`src/logic/ttp_map.svh`:
```
`ifndef TTP_MAP_SVH
`define TTP_MAP_SVH

// ----------------------------------------------------------------------
// register offsets (byte addresses)
// ----------------------------------------------------------------------
`define TTP_OFF_SEL0 8'h00
`define TTP_SEL_STRIDE 8'h04
`define TTP_OFF_MISC 8'h08
`define TTP_OFF_STAT 8'h0C

// ----------------------------------------------------------------------
// field positions and reset values
// ----------------------------------------------------------------------
`define TTP_RESTART_BIT 0
`define TTP_STAT_PIN_LSB 16
`define TTP_LANE0 0
`define TTP_SEL_RESET 3'h0
`define TTP_PRESC_RESET 10'h000
`define TTP_WORD_ZERO 32'h0000_0000

// ----------------------------------------------------------------------
// prescaler tap positions (log2 of divisor) and sizes
// ----------------------------------------------------------------------
`define TTP_LOG_DIV8 3
`define TTP_LOG_DIV64 6
`define TTP_LOG_DIV256 8
`define TTP_LOG_DIV1024 10
`define TTP_PRESC_W 10
`define TTP_NUM_TIMERS 2
`define TTP_SEL_W 3

`endif

```
`src/logic/ttp_pkg.sv`:
```
`default_nettype none

package ttp_pkg;

  // --------------------------------------------------------------------
  // tick source selection codes
  // --------------------------------------------------------------------
  typedef enum logic [2:0] {
    TS_STOP     = 3'b000,
    TS_UNDIV    = 3'b001,
    TS_DIV8     = 3'b010,
    TS_DIV64    = 3'b011,
    TS_DIV256   = 3'b100,
    TS_DIV1024  = 3'b101,
    TS_EXT_FALL = 3'b110,
    TS_EXT_RISE = 3'b111
  } ttp_tick_source_t;

  typedef logic [31:0] ttp_word_t;

endpackage

`default_nettype wire

```
`src/logic/ttp_edge_if.sv`:
```
`default_nettype none

interface ttp_edge_if;
  logic level;
  logic rise;
  logic fall;

  modport det (output level, output rise, output fall);
  modport use_side (input level, input rise, input fall);
endinterface

`default_nettype wire

```
`src/logic/ttp_pin_edge.sv`:
```
`default_nettype none

module ttp_pin_edge import ttp_pkg::*; (
  // clock and reset
  input wire logic clk_i,
  input wire logic reset_n_i,
  // external count pin
  input wire logic pin_i,
  // edge results
  ttp_edge_if.det edge_o
);

  // --------------------------------------------------------------------
  // synchroniser and edge detector
  // --------------------------------------------------------------------
  logic sync_a;
  logic sync_b;
  logic prev;

  // sync_a is read only by sync_b
  always_ff @(posedge clk_i) begin
    if (!reset_n_i) begin
      sync_a <= 1'b0;
      sync_b <= 1'b0;
      prev <= 1'b0;
    end else begin
      sync_a <= pin_i;
      sync_b <= sync_a;
      prev <= sync_b;
    end
  end

  assign edge_o.level = sync_b;
  assign edge_o.rise = sync_b & ~prev;
  assign edge_o.fall = ~sync_b & prev;

endmodule

`default_nettype wire

```
`src/logic/ttp_tick_select.sv`:
```
// What this block does
// - select code one ticks the timer every system clock cycle.
// - four prescaler taps divide the clock by 8, 64, 256, 1024.
// - select decodes stop, undivided, four taps, falling pin, rising pin.
// - one free-running prescaler serves both timers, unaffected by selects.
// - first prescaled tick comes 1 to N cycles after enabling.
// - prescaler restart shifts the phase seen by every timer.
// - writing one restarts the prescaler; bit self-clears, reads zero.
// - each count pin is sampled every cycle, synchronised, edge detected.
// - synchroniser registers run on the rising system clock edge.
// - code 7 ticks on rising pin edges, code 6 on falling edges.
// - a pin edge reaches the timer a few cycles later, fixed delay.
// - pin ticks bypass the prescaler, never divided.
// - with no source selected no tick is delivered.
// - pin edges tick even when the pin is driven as an output.

`include "ttp_map.svh"

`default_nettype none

module ttp_tick_select import ttp_pkg::*; #(
  parameter int NUM_TIMERS = `TTP_NUM_TIMERS,
  parameter int PRESCALE_W = `TTP_PRESC_W,
  parameter int ADDR_W = 8
) (
  // clock and reset
  input wire logic clk_i,
  input wire logic reset_n_i,
  // apb slave
  input wire logic psel_i,
  input wire logic penable_i,
  input wire logic pwrite_i,
  input wire logic [ADDR_W-1:0] paddr_i,
  input wire logic [31:0] pwdata_i,
  input wire logic [3:0] pstrb_i,
  output logic [31:0] prdata_o,
  output logic pready_o,
  output logic pslverr_o,
  // external count pins, sensed whatever the pin direction
  input wire logic [NUM_TIMERS-1:0] ext_count_pin_i,
  // one-cycle count enables to the timers
  output logic [NUM_TIMERS-1:0] timer_tick_o
);

  // --------------------------------------------------------------------
  // elaboration checks
  // --------------------------------------------------------------------
  if (NUM_TIMERS < 1 || NUM_TIMERS > `TTP_NUM_TIMERS) begin : g_bad_n
    $error("NUM_TIMERS must be 1 or 2");
  end
  if (PRESCALE_W != `TTP_LOG_DIV1024) begin : g_bad_w
    $error("PRESCALE_W must equal the widest tap");
  end
  if (ADDR_W < 8) begin : g_bad_a
    $error("ADDR_W too small for the register map");
  end

  // --------------------------------------------------------------------
  // apb decode
  // --------------------------------------------------------------------
  logic [ADDR_W-1:0] off_misc;
  logic [ADDR_W-1:0] off_stat;
  logic setup_phase;
  logic access_phase;
  logic wr_access;
  logic hit_misc;
  logic hit_stat;
  logic hit_any;
  logic lane0_wr;
  logic restart_wr;
  logic [NUM_TIMERS-1:0] hit_sel;

  assign off_misc = ADDR_W'(`TTP_OFF_MISC);
  assign off_stat = ADDR_W'(`TTP_OFF_STAT);
  assign setup_phase = psel_i & ~penable_i;
  assign access_phase = psel_i & penable_i;
  assign wr_access = access_phase & pwrite_i;
  assign hit_misc = (paddr_i == off_misc);
  assign hit_stat = (paddr_i == off_stat);
  assign hit_any = (|hit_sel) | hit_misc | hit_stat;
  assign lane0_wr = wr_access & pstrb_i[`TTP_LANE0];

  // restart is a pulse: the bit has no storage, so it reads zero
  assign restart_wr = lane0_wr & hit_misc &
                      pwdata_i[`TTP_RESTART_BIT];

  // zero wait states; unmapped addresses answer with an error
  assign pready_o = 1'b1;
  assign pslverr_o = access_phase & ~hit_any;

  // --------------------------------------------------------------------
  // shared prescaler
  // --------------------------------------------------------------------
  logic [PRESCALE_W-1:0] presc;
  logic [PRESCALE_W-1:0] next_presc;
  logic [3:0] taps;

  // runs regardless of any select; only a restart disturbs it
  assign next_presc = restart_wr ? PRESCALE_W'(`TTP_PRESC_RESET)
                                 : presc + 1'b1;

  always_ff @(posedge clk_i) begin
    if (!reset_n_i) begin
      presc <= PRESCALE_W'(`TTP_PRESC_RESET);
    end else begin
      presc <= next_presc;
    end
  end

  // a tap fires on the last count of its period
  assign taps[0] = &presc[`TTP_LOG_DIV8-1:0];
  assign taps[1] = &presc[`TTP_LOG_DIV64-1:0];
  assign taps[2] = &presc[`TTP_LOG_DIV256-1:0];
  assign taps[3] = &presc[`TTP_LOG_DIV1024-1:0];

  // --------------------------------------------------------------------
  // source selection
  // --------------------------------------------------------------------
  function automatic logic pick_tick(input ttp_tick_source_t src,
                                     input logic [3:0] tap_v,
                                     input logic rise,
                                     input logic fall);
    logic t;
    t = 1'b0;
    unique case (src)
      TS_STOP: t = 1'b0;
      TS_UNDIV: t = 1'b1;
      TS_DIV8: t = tap_v[0];
      TS_DIV64: t = tap_v[1];
      TS_DIV256: t = tap_v[2];
      TS_DIV1024: t = tap_v[3];
      TS_EXT_FALL: t = fall;
      TS_EXT_RISE: t = rise;
    endcase
    return t;
  endfunction

  ttp_tick_source_t tick_source_select [NUM_TIMERS];
  logic [NUM_TIMERS-1:0] next_tick;
  logic [NUM_TIMERS-1:0] pin_level;
  logic [31:0] sel_word [NUM_TIMERS];

  // --------------------------------------------------------------------
  // per-timer select register, detector and tick
  // --------------------------------------------------------------------
  for (genvar t = 0; t < NUM_TIMERS; t++) begin : g_timer
    ttp_edge_if edge_bus ();
    logic [ADDR_W-1:0] off_sel;

    assign off_sel = ADDR_W'(`TTP_OFF_SEL0 + t * `TTP_SEL_STRIDE);
    assign hit_sel[t] = (paddr_i == off_sel);

    // own synchroniser per timer, prescaler shared
    ttp_pin_edge u_edge (
      .clk_i(clk_i),
      .reset_n_i(reset_n_i),
      .pin_i(ext_count_pin_i[t]),
      .edge_o(edge_bus.det)
    );

    assign pin_level[t] = edge_bus.level;
    assign next_tick[t] = pick_tick(tick_source_select[t], taps,
                                    edge_bus.rise, edge_bus.fall);
    assign sel_word[t] = hit_sel[t] ? 32'(tick_source_select[t])
                                    : `TTP_WORD_ZERO;

    always_ff @(posedge clk_i) begin
      if (!reset_n_i) begin
        tick_source_select[t] <= ttp_tick_source_t'(`TTP_SEL_RESET);
      end else if (lane0_wr && hit_sel[t]) begin
        tick_source_select[t] <=
          ttp_tick_source_t'(pwdata_i[`TTP_SEL_W-1:0]);
      end
    end

    // registered so the timer sees a clean one-cycle enable
    always_ff @(posedge clk_i) begin
      if (!reset_n_i) begin
        timer_tick_o[t] <= 1'b0;
      end else begin
        timer_tick_o[t] <= next_tick[t];
      end
    end

  end

  // --------------------------------------------------------------------
  // read data
  // --------------------------------------------------------------------
  logic [31:0] stat_word;
  logic [31:0] sel_or;
  logic [31:0] rd_word;

  assign stat_word = 32'(presc) |
                     (32'(pin_level) << `TTP_STAT_PIN_LSB);

  always_comb begin
    sel_or = `TTP_WORD_ZERO;
    for (int i = 0; i < NUM_TIMERS; i++) begin
      sel_or = sel_or | sel_word[i];
    end
  end

  // the restart bit always reads zero
  assign rd_word = sel_or |
                   (hit_stat ? stat_word : `TTP_WORD_ZERO);

  // captured in the setup phase, stable through the access phase
  always_ff @(posedge clk_i) begin
    if (!reset_n_i) begin
      prdata_o <= `TTP_WORD_ZERO;
    end else if (setup_phase && !pwrite_i) begin
      prdata_o <= rd_word;
    end
  end
endmodule

`default_nettype wire

```
`config.mk`:
```
export PLATFORM = sky130hd
export DESIGN_NAME = ttp_tick_select
export DESIGN_NICKNAME = d
export VERILOG_FILES = /design/src/logic/ttp_pkg.sv /design/src/logic/ttp_edge_if.sv /design/src/logic/ttp_pin_edge.sv /design/src/logic/ttp_tick_select.sv
export VERILOG_INCLUDE_DIRS = /design/src /design/src/logic
export SDC_FILE = /design/constraint.sdc
export NUM_CORES = 1
export LEC_CHECK = 0
export BUFFER_PORTS_ARGS = -buffer_cell sky130_fd_sc_hd__buf_2
export CORE_ASPECT_RATIO = 0.9
export CORE_UTILIZATION = 35
export CTS_CLUSTER_DIAMETER = 120
export CTS_CLUSTER_SIZE = 12
export DETAILED_ROUTE_END_ITERATION = 10
export PLACE_DENSITY_LB_ADDON = 0.25
export SYNTH_ARGS = -nofsm -noshare
export SYNTH_HDL_FRONTEND = slang
export SYNTH_HIERARCHICAL = 1
export SYNTH_SLANG_ARGS = --single-unit
```
`constraint.sdc`:
```
create_clock -name clk_i -period 3.5 [get_ports clk_i]
set_input_delay 0.35 -clock clk_i [delete_from_list [all_inputs] [get_ports clk_i]]
set_output_delay 0.35 -clock clk_i [all_outputs]
set_load 0.1 [all_outputs]
```
==> results.yml <==
detailed_routing:
  ant_nets: 0
  finalWirelength_um: 3215
  drt_iter0_drc: 66
  route.detailed.vias_per_inst: 4.507
  wl_met3_um: 163
  dr_wl_met2_um: 1328
  detail_route.wl_per_cell_um: 11.24
  vias: 1289
  top_layer_used: "met4"
  drcViolationCount: 0
  wl_met1_um: 1687
  first_pass_iters: 4
sta:
  period_minus_slack_ps: 1867
  fin_skew_ps: 4.729
  fmax_mhz: 535.7
  slew-limit-headroom_pct: 65.39
  period_share_pct: 53.34
  finalSetupViolations: 0
  rsz0062_at_grt: "false"
  setup_tns_ps: 0
  finalMaxSlewViolations: 0
  hold_violations: 0
  tightest_slew_ps: 516.0
clocking:
  cts_tree: "done"
  cts.clk_slew.worst_paths_ps: 70
  post-cts-setup-buffer-count: 0
  cts_buffers: 5
  cts_resized: 0
  h-tree-depth: 2
  clock-root-buffer: "clkbuf_8"
  ctsHoldBuffers: 0
  cts.sinks: 36
  clk_latency_ps: 280
  clock_path_buffers: 2
floorplanning:
  core.rowCount: 23
  die_h_um: 68.61
  dieWidth_um: 76.01
  num_io_pins: 87
  core_area_um2: 4604
  start_util_pct: 37.47
  dieArea_um2: 5215
layout:
  fin_nets: 276
  fin_cells: 286
  finalInstanceArea_um2: 1956
  area_delta_synth_final_pct: 13.34
  fillCellCount: 486
  diodes: 0
  layout-drive-gt1-share_pct: 21.43
global_route:
  grt_pass1_vias: 1189
  grt_pass1_wl_um: 5589
  grt_antenna_before_repair: 0
  grt_max_degree: 18
  overflow: 0
  grtUsageTotal_pct: 13.99
critical_path:
  path_cells: "buf_2 -> nor4_1 -> and2_1 -> nor2_1 -> buf_2"
  rr_startpoint: "presc[0]"
  worstPathArrival_ps: 1520
  cp.required_ps: 3150
  cpPeakStageDelay_ps: 410
  start_kind: "input pin"
  cp_common_cell: "buf_2"
  r2r_slack_ps: 1660
  crit_path_end_kind: "output port"
  cp_max_fo: 5
  startpoint: "paddr_i[5]"
  path_class: "in -> out"
  cp_slowest_cell: "nor4_1"
yosys:
  seq_area_frac_synth_pct: 45.25
  syn_inst: 190
  synth_area_um2: 1725
  synthTopCellsByArea: "dfxtp_1 (35%), edfxtp_1 (10%), buf_4 (9.1%)"
  ys_ff_latch: 36
  yosysWarnings: 6
  ys_types: 37
  synth_top_area_share_pct: 34.81
  postSynthAreaPerCell_um2: 9.081
  yosys.area.top_type: "dfxtp_1"
place:
  io_buffers: 33
  place_congestion: 0.8086
  dp_hpwl_um: 2459
  dp_cells: 278
  post_dp_cell_area_um2: 1863
power_and_ir_drop:
  power_frac_clock_pct: 32.9
  seq_power_share_pct: 49.1
  p_total_w: 0.0008973
  p_comb_share_pct: 18.0
  internal_power_w: 0.0006107
  swShare_pct: 31.94
  p_per_area_nw_per_um2: 458.8
  irDropWorstVdd_mv: 0.2503
  p_leak_nw: 0.8386
  power_switching_w: 0.0002866
status:
  outcome: "complete, no violations"
job:
  cap_violations: 0
min_path:
  hp-class: "in -> reg"
  hold_start: "ext_count_pin_i[1]"
==> cell type report <==
class / count / area, um^2 / area share, %
clock buffer: 6 / 82.58 / 4.223
clock inverter: 2 / 10.01 / 0.5118
inverter: 7 / 26.28 / 1.344
multi-input combinational: 140 / 813.3 / 41.59
sequential: 36 / 780.7 / 39.92
tap: 62 / 77.57 / 3.967
timing repair buffer: 33 / 165.2 / 8.445
==> kinds of logic after synthesis <==
logic type      Yosys count  share of synthesized area [%]
compound gates           27                          11.60
buf+inv                  33                          11.75
fa+ha+maj                 2                          1.450
other cells               2                         0.4353
xor+xnor                  7                          3.553
flops                    36                          45.25
mux                       5                          3.046
simple gates             78                          22.92
==> state kept, by name (all words and copies together) (netlist names) <==
| signal | count |
|---|---|
| g_timer.u_edge/edge_o.level | 2 |
| g_timer.u_edge/prev | 2 |
| g_timer.u_edge/sync_a | 2 |
| prdata_o | 12 |
| presc | 10 |
| tick_source_select | 6 |
| timer_tick_o | 2 |
==> final timing paths <==
check	end	cells past startpoint
max	pslverr_o	5
max reg2reg	timer_tick_o[1]	5
min reg2reg	g_timer[1].u_edge/edge_o.level	1
min	g_timer[1].u_edge/sync_a	2
==> per-layer routing <==
layer,track usage (%),vias to the layer above
met4,5.769,0
met5,0,-
li1,-,667
met2,22.16,40
met1,18.04,578
met3,4.211,4
==> power by group through the flow <==
stage          clock network, W  logic (W)  registers (W)
6_report               0.000295   0.000161       0.000441
3_5_place_dp                  0   0.000161       0.000450
3_3_place_gp                  0   0.000161       0.000449
4_1_cts                0.000306   0.000161       0.000440
5_1_grt                0.000326   0.000170       0.000442
2_1_floorplan                 0   0.000151       0.000455
==> synth_stat cells (all sizes together) <==
library cell / instances
mux2: 2
dfxtp: 30
nand4: 1
o31ai: 1
nor2: 27
xor2: 3
edfxtp: 6
xnor2: 4
and2: 14
a32o: 1
o21ai: 5
nor2b: 5
a311oi: 1
ha: 2
o2bb2ai: 3
nand2: 13
a31o: 1
and3: 1
conb: 2
nor3b: 1
nand3: 6
a21oi: 4
mux2i: 3
a22oi: 9
and4: 2
clkbuf: 5
nor4: 1
nand4b: 1
o31a: 1
a311o: 1
nor3: 4
clkinv: 1
buf: 21
inv: 6
or3: 2
==> metrics by stage <==
step | hold slack [ps] | setup WS (ps) | util (%)
final | 267.0 | 1633 | 42.47
after floorplan | 411.8 | 1289 | -
after detailed placement | 422.7 | 1539 | 40.46
after global routing | 263.3 | 1489 | 42.47
after global placement | 416.1 | 1559 | 40.46
after CTS | 259.3 | 1626 | 42.47
==> cell usage in the layout, fill, tap and decap left out, drive strengths merged <==
cell type,count
clkbuf,6
nand2,13
a311oi,1
o31a,1
a21oi,4
nor2,27
a32o,1
ha,2
nand3,6
nor2b,5
a22oi,9
a31o,1
edfxtp,6
o21ai,5
xor2,3
clkinv,3
inv,6
nor3,4
buf,33
o2bb2ai,3
dfxtp,30
o31ai,1
mux2,2
nand4b,1
nand4,1
xnor2,4
conb,21
nor4,1
mux2i,3
or3,2
and2,14
and4,2
nor3b,1
a311o,1
and3,1
==> worst max-delay path: cells and delay by family <==
family                 cells  cell delay [ps]
AND/OR/NAND/NOR            3              780
buffers and inverters      2              390
(Power assumes the default switching activity.)
